<file path="src/include/timer16_cfg.svh">
`ifndef TIMER16_CFG_SVH
`define TIMER16_CFG_SVH

// ----------------------------------------
// Register indices (byte address = 4 x index)
// ----------------------------------------
`define CTRL_A_IDX   8'h80
`define CTRL_B_IDX   8'h81
`define COUNT_IDX    8'h84
`define CAPTURE_IDX  8'h86
`define CMP_A_IDX    8'h88
`define CMP_B_IDX    8'h8a
`define STATUS_IDX   8'h8c

// ----------------------------------------
// Field positions and masks
// ----------------------------------------
`define COM_A_HI     7
`define COM_A_LO     6
`define COM_B_HI     5
`define COM_B_LO     4
`define CTRL_A_MASK  8'hf3
`define CTRL_B_MASK  8'hdf
`define EDGE_SEL_BIT 6
`define FLAG_OVF     0
`define FLAG_CMP_A   1
`define FLAG_CMP_B   2
`define FLAG_CAP     3

// ----------------------------------------
// Reset values and fixed TOP values
// ----------------------------------------
`define CTRL_RESET   8'h00
`define TOP_MAX      16'hffff
`define TOP_8BIT     16'h00ff
`define TOP_9BIT     16'h01ff
`define TOP_10BIT    16'h03ff

`endif

</file>
<file path="src/include/timer16_pkg.sv">
`default_nettype none

package timer16_pkg;

  typedef enum logic [1:0] {
    CLS_NORMAL,
    CLS_FAST,
    CLS_PHASE,
    CLS_PHASE_FREQ
  } mode_class_t;

  typedef struct packed {
    logic a;
    logic a_en;
    logic b;
    logic b_en;
  } wave_pins_t;

endpackage : timer16_pkg

`default_nettype wire

</file>
<file path="src/logic/timer16_wave_ctrl.sv">
// Contract
// - Fully synchronous; timer tick is a one-cycle enable, not a clock.
// - Phase-and-frequency-correct modes load compares at BOTTOM, never at TOP.
// - Nonzero output mode routes the channel wave output over the port pin, except code 01 where toggling is not allowed.
// - Non-PWM codes: 00 off, 01 toggle, 10 low, 11 high on match.
// - Fast PWM: 10 clear on match/set at TOP; 11 the opposite; 00 off.
// - Fast PWM code 01 toggles A only in modes 14/15; B always off.
// - Fast PWM: compare equal TOP with upper bit set ignores match.
// - Dual-slope: 10 clears on up-match, sets on down-match; 11 opposite.
// - Dual-slope code 01 toggles A only in modes 8 to 11; B off.
// - Control A bits 3:2 always read zero.
// - Mode low bits in control A 1:0, joined with upper bits.
// - Mode field picks count sequence, TOP source and waveform type.
// - Modes 0, 4, 12: immediate compare update, overflow at MAX.
// - Modes 1-3, 10, 11 phase correct; update at TOP, overflow at BOTTOM.
// - Modes 8, 9: TOP from capture or compare A; update/overflow at BOTTOM.
// - Modes 5-7, 14, 15 fast PWM; update and overflow at TOP.
// - Mode upper bits at control B 4:3; control B resets to zero.
// - Capture-defined TOP disconnects the capture input.
`timescale 1ns/1ps
`default_nettype none
`include "timer16_cfg.svh"

module timer16_wave_ctrl (
  input  wire logic                    mclk,
  input  wire logic                    rst_b,
  input  wire logic                    psel,
  input  wire logic                    penable,
  input  wire logic                    pwrite,
  input  wire logic [9:0]              paddr,
  input  wire logic [31:0]             pwdata,
  output logic      [31:0]             prdata,
  output logic                         pready,
  output logic                         pslverr,
  input  wire logic                    timer_tick_enable,
  input  wire logic                    capture_input_pin,
  output timer16_pkg::wave_pins_t      wave_pins,
  output logic                         capture_disconnected
);
  import timer16_pkg::*;

  // ----------------------------------------
  // Mode decoding
  // ----------------------------------------
  // mode class
  function automatic mode_class_t class_of(input logic [3:0] m);
    case (m)
      4'd1, 4'd2, 4'd3, 4'd10, 4'd11: class_of = CLS_PHASE;
      4'd8, 4'd9:                     class_of = CLS_PHASE_FREQ;
      4'd5, 4'd6, 4'd7, 4'd14, 4'd15: class_of = CLS_FAST;
      default:                        class_of = CLS_NORMAL;
    endcase
  endfunction : class_of

  // TOP source per mode; reserved 13 runs as normal
  function automatic logic [15:0] top_of(input logic [3:0] m, input logic [15:0] cmp,
                                         input logic [15:0] cap);
    case (m)
      4'd1, 4'd5:                     top_of = `TOP_8BIT;
      4'd2, 4'd6:                     top_of = `TOP_9BIT;
      4'd3, 4'd7:                     top_of = `TOP_10BIT;
      4'd4, 4'd9, 4'd11, 4'd15:       top_of = cmp;
      4'd8, 4'd10, 4'd12, 4'd14:      top_of = cap;
      default:                        top_of = `TOP_MAX;
    endcase
  endfunction : top_of

  // Next level of one wave output
  function automatic logic wave_next(input mode_class_t c, input logic [1:0] com,
                                     input logic tog_ok, input logic up, input logic m,
                                     input logic t, input logic cur);
    logic r;
    r = cur;
    case (c)
      CLS_NORMAL: begin
        if (m && com != 2'b00) r = (com == 2'b01) ? ~cur : com[0];
      end
      CLS_FAST: begin
        if (com[1]) begin
          if (m) r = com[0];
          if (t) r = ~com[0];
        end else if (com[0] && tog_ok && m) begin
          r = ~cur;
        end
      end
      CLS_PHASE, CLS_PHASE_FREQ: begin
        if (com[1]) begin
          if (m) r = up ? com[0] : ~com[0];
        end else if (com[0] && tog_ok && m) begin
          r = ~cur;
        end
      end
      default: r = cur;
    endcase
    wave_next = r;
  endfunction : wave_next

  // ----------------------------------------
  // State
  // ----------------------------------------
  logic [7:0]  ctrl_a_r;
  logic [7:0]  ctrl_b_r;
  logic [15:0] cnt_r;
  logic [15:0] icr_r;
  logic [15:0] cmpa_buf_r;
  logic [15:0] cmpb_buf_r;
  logic [15:0] cmpa_r;
  logic [15:0] cmpb_r;
  logic        down_r;
  logic        blk_r;
  logic [3:0]  flags_r;
  logic        wave_a_r;
  logic        wave_b_r;
  logic        cap_s1_r;
  logic        cap_s2_r;
  logic        cap_s3_r;
  logic [31:0] prdata_r;

  logic [3:0]  wgm;
  mode_class_t cls;
  logic [15:0] top;
  logic [1:0]  com_a;
  logic [1:0]  com_b;
  logic        dual;
  logic        at_top;
  logic        at_bot;
  logic        at_max;
  logic        match_a;
  logic        match_b;
  logic        tog_a_ok;
  logic        cap_evt;
  logic        load_cmp;
  logic        ovf_evt;

  // mode field joined from both controls
  assign wgm   = {ctrl_b_r[4:3], ctrl_a_r[1:0]};
  assign cls   = class_of(wgm);
  assign top   = top_of(wgm, cmpa_r, icr_r);
  assign com_a = ctrl_a_r[`COM_A_HI:`COM_A_LO];
  assign com_b = ctrl_a_r[`COM_B_HI:`COM_B_LO];
  assign dual  = (cls == CLS_PHASE) || (cls == CLS_PHASE_FREQ);

  // ----------------------------------------
  // APB slave
  // ----------------------------------------
  logic       hit;
  logic       wr;
  logic [7:0] idx;
  logic [31:0] rd_data;

  assign idx = paddr[9:2];
  always_comb begin
    case (idx)
      `CTRL_A_IDX, `CTRL_B_IDX, `COUNT_IDX, `CAPTURE_IDX,
      `CMP_A_IDX, `CMP_B_IDX, `STATUS_IDX: hit = (paddr[1:0] == 2'b00);
      default:                             hit = 1'b0;
    endcase
  end

  always_comb begin
    rd_data = 32'h0000_0000;
    case (idx)
      `CTRL_A_IDX:  rd_data[7:0]  = ctrl_a_r & `CTRL_A_MASK;
      `CTRL_B_IDX:  rd_data[7:0]  = ctrl_b_r & `CTRL_B_MASK;
      `COUNT_IDX:   rd_data[15:0] = cnt_r;
      `CAPTURE_IDX: rd_data[15:0] = icr_r;
      `CMP_A_IDX:   rd_data[15:0] = cmpa_buf_r;
      `CMP_B_IDX:   rd_data[15:0] = cmpb_buf_r;
      `STATUS_IDX:  rd_data[3:0]  = flags_r;
      default:      rd_data = 32'h0000_0000;
    endcase
  end

  assign wr      = psel && penable && pwrite && hit;
  assign pready  = psel && penable;
  assign pslverr = psel && penable && !hit;
  assign prdata  = prdata_r;

  // Data is latched in the setup cycle so the access phase needs no wait
  always_ff @(posedge mclk or negedge rst_b) begin
    if (!rst_b) prdata_r <= 32'h0000_0000;
    else if (psel && !penable && !pwrite) prdata_r <= rd_data;
  end

  always_ff @(posedge mclk or negedge rst_b) begin
    if (!rst_b) begin
      ctrl_a_r <= `CTRL_RESET;
      ctrl_b_r <= `CTRL_RESET;
    end else if (wr && idx == `CTRL_A_IDX) begin
      ctrl_a_r <= pwdata[7:0] & `CTRL_A_MASK;
    end else if (wr && idx == `CTRL_B_IDX) begin
      ctrl_b_r <= pwdata[7:0] & `CTRL_B_MASK;
    end
  end

  // ----------------------------------------
  // Counter and events
  // ----------------------------------------
  // events only on tick cycles; a count write blocks the next compare match
  assign at_top = timer_tick_enable && (cnt_r == top);
  assign at_bot = timer_tick_enable && (cnt_r == 16'h0000);
  assign at_max = timer_tick_enable && (cnt_r == `TOP_MAX);
  assign tog_a_ok = (cls == CLS_FAST) ? (wgm[3:1] == 3'b111) : (wgm[3:2] == 2'b10);
  // compare at TOP with upper bit set is ignored in fast PWM
  assign match_a = timer_tick_enable && !blk_r && (cnt_r == cmpa_r) &&
                   !(cls == CLS_FAST && cmpa_r == top && com_a[1]);
  assign match_b = timer_tick_enable && !blk_r && (cnt_r == cmpb_r) &&
                   !(cls == CLS_FAST && cmpb_r == top && com_b[1]);

  // tick used as enable inside the one clock domain
  always_ff @(posedge mclk or negedge rst_b) begin
    if (!rst_b) begin
      cnt_r  <= 16'h0000;
      down_r <= 1'b0;
      blk_r  <= 1'b0;
    end else if (wr && idx == `COUNT_IDX) begin
      cnt_r <= pwdata[15:0];
      blk_r <= 1'b1;
    end else if (timer_tick_enable) begin
      blk_r <= 1'b0;
      if (!dual) begin
        down_r <= 1'b0;
        cnt_r  <= (cnt_r >= top) ? 16'h0000 : cnt_r + 16'h0001;
      end else if (!down_r) begin
        down_r <= (cnt_r >= top);
        cnt_r  <= (cnt_r >= top) ? cnt_r - 16'h0001 : cnt_r + 16'h0001;
      end else begin
        down_r <= (cnt_r != 16'h0000);
        cnt_r  <= (cnt_r == 16'h0000) ? 16'h0001 : cnt_r - 16'h0001;
      end
    end
  end

  // compare load point and overflow point
  assign load_cmp = (cls == CLS_NORMAL)     ? 1'b1   :
                    (cls == CLS_PHASE_FREQ) ? at_bot : at_top;
  assign ovf_evt  = (cls == CLS_NORMAL) ? at_max :
                    (cls == CLS_FAST)   ? at_top : at_bot;

  always_ff @(posedge mclk or negedge rst_b) begin
    if (!rst_b) begin
      cmpa_buf_r <= 16'h0000;
      cmpb_buf_r <= 16'h0000;
      icr_r      <= 16'h0000;
    end else begin
      if (wr && idx == `CMP_A_IDX) cmpa_buf_r <= pwdata[15:0];
      if (wr && idx == `CMP_B_IDX) cmpb_buf_r <= pwdata[15:0];
      if (wr && idx == `CAPTURE_IDX) icr_r <= pwdata[15:0];
      else if (cap_evt) icr_r <= cnt_r;
    end
  end

  // immediate modes follow the buffer every cycle
  always_ff @(posedge mclk or negedge rst_b) begin
    if (!rst_b) begin
      cmpa_r <= 16'h0000;
      cmpb_r <= 16'h0000;
    end else if (load_cmp) begin
      cmpa_r <= cmpa_buf_r;
      cmpb_r <= cmpb_buf_r;
    end
  end

  // ----------------------------------------
  // Capture input
  // ----------------------------------------
  always_ff @(posedge mclk or negedge rst_b) begin
    if (!rst_b) begin
      cap_s1_r <= 1'b0;
      cap_s2_r <= 1'b0;
      cap_s3_r <= 1'b0;
    end else begin
      cap_s1_r <= capture_input_pin;
      cap_s2_r <= cap_s1_r;
      cap_s3_r <= cap_s2_r;
    end
  end

  // capture-defined TOP cuts off the capture input
  assign capture_disconnected = (wgm == 4'd8) || (wgm == 4'd10) ||
                                (wgm == 4'd12) || (wgm == 4'd14);
  assign cap_evt = !capture_disconnected && (cap_s2_r != cap_s3_r) &&
                   (cap_s2_r == ctrl_b_r[`EDGE_SEL_BIT]);

  // Hardware set wins over a write-one clear in the same cycle
  always_ff @(posedge mclk or negedge rst_b) begin
    if (!rst_b) flags_r <= 4'h0;
    else begin
      flags_r <= (flags_r & ~((wr && idx == `STATUS_IDX) ? pwdata[3:0] : 4'h0)) |
                 {cap_evt, match_b, match_a, ovf_evt};
    end
  end

  // ----------------------------------------
  // Wave outputs
  // ----------------------------------------
  always_ff @(posedge mclk or negedge rst_b) begin
    if (!rst_b) begin
      wave_a_r <= 1'b0;
      wave_b_r <= 1'b0;
    end else begin
      wave_a_r <= wave_next(cls, com_a, tog_a_ok, !down_r, match_a, at_top, wave_a_r);
      wave_b_r <= wave_next(cls, com_b, 1'b0, !down_r, match_b, at_top, wave_b_r);
    end
  end

  // override; code 01 disconnects when toggling is not allowed
  assign wave_pins.a    = wave_a_r;
  assign wave_pins.b    = wave_b_r;
  assign wave_pins.a_en = (com_a != 2'b00) &&
                          !(com_a == 2'b01 && cls != CLS_NORMAL && !tog_a_ok);
  assign wave_pins.b_en = (com_b != 2'b00) && !(com_b == 2'b01 && cls != CLS_NORMAL);
endmodule : timer16_wave_ctrl

`default_nettype wire

</file>
<file path="config.mk">
export PLATFORM = sky130hd
export DESIGN_NAME = timer16_wave_ctrl
export DESIGN_NICKNAME = d
export VERILOG_FILES = /design/src/include/timer16_pkg.sv /design/src/logic/timer16_wave_ctrl.sv
export VERILOG_INCLUDE_DIRS = /design/src /design/src/include
export SDC_FILE = /design/constraint.sdc
export NUM_CORES = 1
export LEC_CHECK = 0
export ABC_CLOCK_PERIOD_IN_PS = 4900
export BUFFER_PORTS_ARGS = -buffer_cell sky130_fd_sc_hd__clkbuf_2
export CAP_MARGIN = 40
export CORE_ASPECT_RATIO = 0.6
export CORE_UTILIZATION = 60
export CTS_BUF_LIST = sky130_fd_sc_hd__clkbuf_16
export CTS_CLUSTER_SIZE = 24
export DETAILED_ROUTE_END_ITERATION = 16
export PLACE_DENSITY_LB_ADDON = 0.1
export SLEW_MARGIN = 10
export SYNTH_ARGS = -nofsm -noshare
export SYNTH_HDL_FRONTEND = slang
export SYNTH_SLANG_ARGS = --single-unit
</file>
<file path="constraint.sdc">
create_clock -name mclk -period 4.9 [get_ports mclk]
set_input_delay 0.245 -clock mclk [delete_from_list [all_inputs] [get_ports mclk]]
set_output_delay 0.245 -clock mclk [all_outputs]
set_load 0.01 [all_outputs]
</file>
======== Yosys cells after proc, flatten, opt, wreduce, memory -nomap -nowiden ========
Memories as Yosys holds them, arrays and structs flattened.
Cells that the tools add are included.
storage, ports and cells
  word-level logic and storage cells ...... 187
  output and inout bits ................... 39
  memories ................................ 1
  input port bits ......................... 49
  register bits ........................... 136
  memory bits (read-only) ................. 32
memory list
  name             depth  width  read ports  clocked after Yosys merged registers in  write ports  RTL line                 source
  (no name shown)  16     2      1           0                                        0            timer16_wave_ctrl.sv:47  case (m)
cells by class
  eq/ne operators ......................... 44
  order comparisons ....................... 1
  reductions and logical operators ........ 70
  bitwise gates (word level) .............. 9
  $add $sub $neg .......................... 2
  mux-type cells .......................... 43
operator list
  cell                                                                  count
  16-bit 2-to-1 mux                                                     9
  16-bit == test                                                        5
  16-bit one-hot mux with 5 select lines                                1
  8-bit == test, second input constant                                  7
  1-bit logical AND                                                     36
  8-bit one-hot mux with 4 select lines                                 1
  4-bit == test, second input constant                                  7
  4-bit one-hot mux with 7 select lines                                 1
  1-bit 2-to-1 mux                                                      27
  4-bit one-hot mux with 6 select lines                                 1
  16-bit by 1-bit adder with 16-bit output, second input constant       1
  16-bit == test, second input constant                                 1
  4-bit by 3-bit == test with 1-bit output, second input constant       4
  16-bit greater-or-equal comparator                                    1
  16-bit zero test                                                      1
  16-bit nonzero test                                                   1
  16-bit by 1-bit subtractor with 16-bit output, second input constant  1
  1-bit zero test                                                       10
  2-bit nonzero test                                                    5
  4-bit by 2-bit == test with 1-bit output, second input constant       2
  2-bit OR reduction                                                    4
  4-bit OR reduction                                                    2
  7-bit OR reduction                                                    1
  2-bit by 1-bit == test with 1-bit output, second input constant       3
  20 further kinds                                                      37

======== Logic depth before layout (Yosys ltp) ========
Gate-level depths: netlist of run 1.
  word-level depth ........................ 12
  gate-level depth with buffers ........... 17
  depth with buffers taken out ............ 13

======== Worst setup path after synthesis of run 1 ========
Ideal clock, no wire load.
  kind .................................... reg2reg
  start ................................... register ctrl_b_r[4]
  end ..................................... register cnt_r[2]
  data required time ...................... 4,774 ps
  setup time .............................. 126 ps
  path buffers ............................ 3
  period minus slack after synthesis ...... 3,593 ps
  cell stages (with the launch flop) ...... 15
  arrival time ............................ 3,467 ps
  setup slack ............................. 1,307 ps
  cell sequence ........................... dfrtp_1 -> clkbuf_1 -> clkbuf_1 -> clkbuf_1 -> nand3_1 -> o22ai_1 -> ha_1 -> a21oi_1 -> o221ai_1 -> a21oi_1 -> o22ai_1 -> nor3_1 -> nor3_1 -> a221o_1 -> a221o_1
between the ends
  longest elaborated chain between the ends .. 9
  elaborated cells between the ends (all ways) .. 31
  classes of those cells .................. order compare (1); eq/ne (16); mux (7); reduce/logical (6); memory (1)
ends and longest elaborated chain
  item                                                      RTL line                                            source
  start, declared                                           timer16_wave_ctrl.sv:102                            logic [7:0] ctrl_b_r;
  start signal, assigned                                    timer16_wave_ctrl.sv:188                            ctrl_b_r <= `CTRL_RESET;
  start signal, assigned                                    timer16_wave_ctrl.sv:192                            ctrl_b_r <= pwdata[7:0] & `CTRL_B_MASK;
  4-bit == test (tied with other cells)                     timer16_wave_ctrl.sv:58                             case (m)
  4-bit OR reduction or 2-bit OR reduction (tied branches)  timer16_wave_ctrl.sv:58
  16-bit one-hot mux with 5 select lines                    timer16_wave_ctrl.sv:58
  16-bit greater-or-equal comparator                        timer16_wave_ctrl.sv:223, timer16_wave_ctrl.sv:226
  16-bit 2-to-1 mux                                         timer16_wave_ctrl.sv:226                            cnt_r <= (cnt_r >= top) ? cnt_r - 16'h0001 : cnt_r + 16'h0001;
  16-bit 2-to-1 mux                                         timer16_wave_ctrl.sv:224                            end else if (!down_r) begin
  16-bit 2-to-1 mux *                                       timer16_wave_ctrl.sv:221                            if (!dual) begin
  16-bit 2-to-1 mux *                                       timer16_wave_ctrl.sv:219                            end else if (timer_tick_enable) begin
  16-bit 2-to-1 mux *                                       timer16_wave_ctrl.sv:216                            end else if (wr && idx == `COUNT_IDX) begin
  end signal, assigned                                      timer16_wave_ctrl.sv:217                            cnt_r <= pwdata[15:0];
  end signal, assigned                                      timer16_wave_ctrl.sv:223                            cnt_r <= (cnt_r >= top) ? 16'h0000 : cnt_r + 16'h0001;
  end signal, assigned                                      timer16_wave_ctrl.sv:226
  end, declared                                             timer16_wave_ctrl.sv:103                            logic [15:0] cnt_r;
Every way passes the cells marked *; elsewhere a longest branch is shown, timed or not. The select of a mux whose other input is x is not followed.
A chain may end at the register's enable or synchronous reset.

======== Worst setup path after layout of run 1 ========
  start ................................... register ctrl_b_r[3]
  end ..................................... register cnt_r[2]
The elaborated chain is that of the path after synthesis.

==> results of run 1 <==
## cell families (layout without fill, tap and decap cells)
group           count (synthesis)  after routing  share of synthesized area [%]
compound gates                241            241                           18.3
xor+xnor                       66             66                           6.44
fa+ha+maj                      20             20                           2.79
buf+inv                       122            140                           5.97
flops                         136            136                           37.9
mux                            89             89                           11.1
other cells                     1             16                         0.0418
simple gates                  314            314                           17.5
## tightest hold or removal path, stage by stage
cell      delay [ns]
clkbuf_2        0.11
nand2_1         0.05
o21ai_0         0.06
## registers in the layout, indices dropped and copies added, names as in the netlist, 7 cells and up
name	flops
ctrl_b_r	7
icr_r	16
cmpb_r	16
cnt_r	16
prdata	16
cmpb_buf_r	16
cmpa_buf_r	16
cmpa_r	16
## synthesized netlist by cell type, types with 12 or more instances
master	number	area [um2]
a21o_1	14	105
mux2_2	72	811
nand3_1	23	115
xnor2_1	40	350
a31oi_1	12	75.1
nor3_1	29	145
inv_1	28	105
nand2_1	110	413
nor2_1	46	173
dfrtp_1	136	3400
o21ai_0	56	280
buf_4	18	135
xor2_1	26	228
clkbuf_1	59	221
ha_1	20	250
a222oi_1	17	170
a21oi_1	52	260
nor2b_1	20	125
mux2i_1	16	160
a22oi_1	13	97.6
nand4_1	19	119
## power by group
group          leakage (nW)  total [mW]  switching (mW)  internal [mW]
Combinational          2.53       0.532           0.342          0.190
Clock                 0.276        1.26           0.519          0.741
Sequential             1.87        1.19          0.0539           1.14
## final timing paths
path                       cells after the start                endpoint                    start
max in group asynchronous                      3   prdata[1]$_DFFE_PN0P_                    rst_b
min reg2reg                                    0      cap_s2_r$_DFF_PN0_       cap_s1_r$_DFF_PN0_
min in group asynchronous                      2  cmpa_r[13]$_DFFE_PN0P_                    rst_b
min                                            3   icr_r[15]$_DFFE_PN0P_               pwdata[15]
max reg2reg                                   12    cnt_r[2]$_DFFE_PN0P_  ctrl_b_r[3]$_DFFE_PN0P_
max                                           12    cnt_r[2]$_DFFE_PN0P_  ctrl_b_r[3]$_DFFE_PN0P_
## area by class of cell
| cell class | instances | area (um2) | share of cell area, % |
|---|---|---|---|
| Clock buffer | 17 | 425 | 4.25 |
| Clock inverter | 13 | 134 | 1.34 |
| Inverter | 28 | 105 | 1.05 |
| Multi-Input combinational cell | 746 | 5130 | 51.3 |
| Sequential cell | 136 | 3400 | 34.0 |
| Tap cell | 198 | 248 | 2.48 |
| Timing Repair Buffer | 82 | 561 | 5.60 |
## per-layer routing
layer / wire, um / up-vias / track usage [%]
met5: 0 / - / 0
li1: - / 3621 / -
met2: 11200 / 552 / 49.7
met4: 429 / 0 / 9.23
met1: 13100 / 4011 / 59.6
met3: 4820 / 40 / 18.0
## repair_timing
item                                   in CTS  in global routing
buffers inserted                            0                  0
endpoints found under the hold margin      38                  0
hold buffers                                2                  0
==> metrics, run 1 <==
Crit Path Category flip-flop to flip-flop; share of layout cells above drive strength 1 20.0%; Max IR drop VDD 226 uV; DR WL/cell 24.2 um; post-route cell area 0.0100 mm2; Non-Filler Instances 1220; clock-pin slew on the worst setup and hold paths 0.06 ns; startpoint types flip-flop; fillcell total 1220; vias post-DR 8224; leakage 4.68 nW; critical path's top delay family simple AND/OR/NAND/NOR gates; sequential area share after synthesis 37.9%; Die Wd 160 um; flop-to-flop setup slack 0.47 ns; DR pass1 iterations 6; Critical path buffers and inverters 0; DRT Wirelength 29.5 mm; most common cell after layout, fill and taps aside dfrtp_1; antenna-violating nets left 0; IO Pins 88; Slew HR 39.0%; row cnt 34; clock insertion delay at the later pin of the skew report 0.42 ns; GP Congestion 0.989; YS warnings 0; PwrDens 298 mW/mm2; die area 0.0155 mm2; commonest non-fill, non-tap cells in the layout 136 x dfrtp_1, 110 x nand2_1, 72 x mux2_2; async set-reset flop share out of synthesis 100%; CTS tree done; ys flop type dfrtp_1; Cell variety after synth 73; Post-CTS Resized 0; pin count of the biggest net entering global routing 72; Final Skew 0.0124 ns; Global Route Usage Sum 39.3%; Final Power 2.99 mW; GRT Residual Overflow 0; Initial Utilization 61.7%; CP max stage delay 0.60 ns; vias in the first global route 7470; Crit. End Element flip-flop; CTS Buf Count 17; endpoints failing hold 0; clock sinks 136; endpoints failing setup 0; Worst Tran Pin Value 0.913 ns; DP Worst Slack 0.717 ns; Core Footprint 0.0145 mm2; unrepaired setup endpoints after global routing false; Area Overhead vs Synth 11.5%; Worst Hold Class input pin to flip-flop; worst-path fanout max 15; fin worst setup slack 0.465 ns; slowest CP cell dfrtp_1; Period minus WS final 4.43 ns; Final Max Tran Viols 0; DP Cell Count 1188; WP data arrival 4.73 ns; vias per std cell 6.74; # port buffers 55; clk buf depth 2; final period utilization 90.5%; Max-Cap Viols 0; initial DRC count 1145; Final Util 68.8%; Post-Syn Area 0.00897 mm2; Post-route DRC 0; Syn Area/Cell 9.07 um2; # diodes 0; # H-tree levels 4; clock root cell clkbuf_16; #FFs+latches synth 136; Area after DPL 0.00943 mm2; status completed; WHS 0.0921 ns; Max Fclk 0.225 GHz; nets@finish 1080; Setup Total Neg Slack 0 ns; synthesized instance count 989; Die Y 96.7 um; first-pass GRT wire length 45.2 mm; initial antenna violation count 0; WP data required 5.20 ns; number of synthesized flops with an enable pin 0; worst path cell trace nand2b_1 > nand3_1 > o22ai_1 > ha_1 > a21oi_1 > o221ai_1 > a21oi_1 > o22ai_1 > nor3_1 > or3_1 > o221ai_1 > a221o_1; HPWL after DPL 21.7 mm
(Power assumes the default switching activity.)
==> run 2: changes to the inputs <==
Settings changed: CORE_UTILIZATION 60 to 50.
==> run 2 against run 1 <==
Cell count is 3.9% higher. Cell area is 1.5% higher. Critical path depth is 1 higher. Combinational power is 1% higher. Clock skew is 0.0024 ns lower. Wire length is 4.1% higher. Largest cell class unchanged.
==> metrics, run 2 (same netlist as run 1, synthesis figures left out) <==
vias in the first global route 7666; DRT Wirelength 30.8 mm; endpoints failing setup 0; vias per std cell 6.38; worst r2r path cells 13; share of layout cells above drive strength 1 20.8%; Crit. End Element flip-flop; Global Route Usage Sum 34.8%; Die Y 106 um; first-pass GRT wire length 47.1 mm; # port buffers 55; worst-path fanout max 13; Final Max Tran Viols 0; Critical path buffers and inverters 1; vias post-DR 8086; CTS tree done; DR pass1 iterations 6; initial DRC count 1084; Period minus WS final 4.38 ns; clock insertion delay at the later pin of the skew report 0.44 ns; GP Congestion 0.969; flop-to-flop setup slack 0.52 ns; critical path's top delay family simple AND/OR/NAND/NOR gates; worst reg2reg path endpoint cnt_r[6]$_DFFE_PN0P_; die area 0.0185 mm2; Critical Path Start ctrl_b_r[3]$_DFFE_PN0P_; antenna-violating nets left 0; Hold Path Cell Cnt 3; Gate power share 17.6%; WP data arrival 4.75 ns; Crit Path Category flip-flop to flip-flop; CP max stage delay 0.72 ns; # H-tree levels 4; final period utilization 89.3%; status completed; multi-input logic area 0.00513 mm2; commonest non-fill, non-tap cells in the layout 136 x dfrtp_1, 110 x nand2_1, 72 x mux2_2; Critical Path End cnt_r[6]$_DFFE_PN0P_; pin count of the biggest net entering global routing 85; Max-Cap Viols 0; nets@finish 1089; HPWL after DPL 23.1 mm; Clk pwr share 43.4%; Sw Share 30.1%; Max IR drop VDD 236 uV; clock root cell clkbuf_16; Worst Tran Pin Value 0.941 ns; clk buf depth 2; clock-pin slew on the worst setup and hold paths 0.06 ns; initial antenna violation count 2; DR WL/cell 24.3 um; Max Fclk 0.228 GHz; GRT Residual Overflow 0; slowest CP cell dfrtp_1; RR Startpoint ctrl_b_r[3]$_DFFE_PN0P_; # diodes 0; Initial Utilization 51.7%; Final Skew 0.00993 ns; Area Overhead vs Synth 13.2%; WP data required 5.27 ns; Core Footprint 0.0174 mm2; Slew HR 37.2%; endpoints failing hold 0; row cnt 37; most common cell after layout, fill and taps aside dfrtp_1; worst path cell trace nor2b_1 > buf_4 > a21oi_1 > o22ai_1 > ha_1 > nand3_1 > o221ai_1 > a21oi_1 > o22ai_1 > nor3_1 > nand2_1 > o41ai_1 > a311o_1; PwrDens 301 mW/mm2; Final Util 58.5%; leakage 4.73 nW; internal power 2.14 mW; fillcell total 1584; IO Pins 88; Die Wd 175 um; Setup Total Neg Slack 0 ns; Critical Path Stages 13; FF+latch area 0.00340 mm2; Worst Hold Class input pin to flip-flop; startpoint types flip-flop; Post-route DRC 0; Post-CTS Resized 0; setup bufs post-CTS 0; clock sinks 136; Seq pwr share 39.0%; Psw 0.920 mW; unrepaired setup endpoints after global routing false; CTS Buf Count 17
==> run 2: area by class of cell <==
class	instances	share of cell area [%]
Multi-Input combinational cell	746	50.5
Sequential cell	136	33.5
Tap cell	234	2.88
Timing Repair Buffer	91	6.16
Inverter	28	1.03
Clock buffer	17	4.19
Clock inverter	15	1.74
==> run 2: worst min-delay path by stage <==
stage	from	endpoint	slack [ns]
after floorplan	rst_b	blk_r$_DFFE_PN0P_	-0.05
after global placement	rst_b	icr_r[13]$_DFFE_PN0P_	0.34
after detailed placement	rst_b	cmpa_r[13]$_DFFE_PN0P_	0.34
after CTS	pwdata[5]	icr_r[5]$_DFFE_PN0P_	0.08
after global routing	pwdata[15]	cmpb_buf_r[15]$_DFFE_PN0P_	0.1
final	pwdata[5]	icr_r[5]$_DFFE_PN0P_	0.09
==> run 2: worst reg2reg max path, stage by stage, from the launching register on <==
cell,delay [ns]
dfrtp_1,0.72
nor2b_1,0.35
buf_4,0.26
a21oi_1,0.09
o22ai_1,0.36
ha_1,0.35
nand3_1,0.15
o221ai_1,0.13
a21oi_1,0.16
o22ai_1,0.19
nor3_1,0.65
nand2_1,0.36
o41ai_1,0.39
a311o_1,0.16
==> run 2: power by group through the flow <==
stage	Sequential, mW	Combinational (mW)	Clock, mW
floorplan	1.18	0.373	0
global placement	1.21	0.517	0
detailed placement	1.21	0.523	0
CTS	1.19	0.527	1.34
global route	1.19	0.597	1.39
finish	1.19	0.539	1.33
==> run 2: what timing repair did <==
| item | 4_1_cts | 5_1_grt |
|---|---|---|
| hold buffers | 2 | 0 |
| hold endpoints to repair | 84 | 0 |
| setup endpoints to repair | 0 | 0 |
==> run 2: per-stage QoR <==
step	cell area [um2]	power, mW	setup WS (ns)	hold WS (ns)	std cells
after floorplan	9030	1.55	1.31	-0.0506	1004
after global placement	9420	1.73	0.768	0.342	1224
after detailed placement	9530	1.73	0.687	0.337	1231
after CTS	10100	3.06	0.684	0.0842	1265
after global routing	10200	3.18	0.224	0.0982	1267
final	10200	3.06	0.523	0.0894	1267
==> run 2: layer usage <==
layer  vias up  wire (um)  track usage (%)
met4         0        403             8.26
li1       3630          -                -
met2       453      11500             43.5
met3        41       4500             15.4
met5         -          0                0
met1      3962      14300             52.8
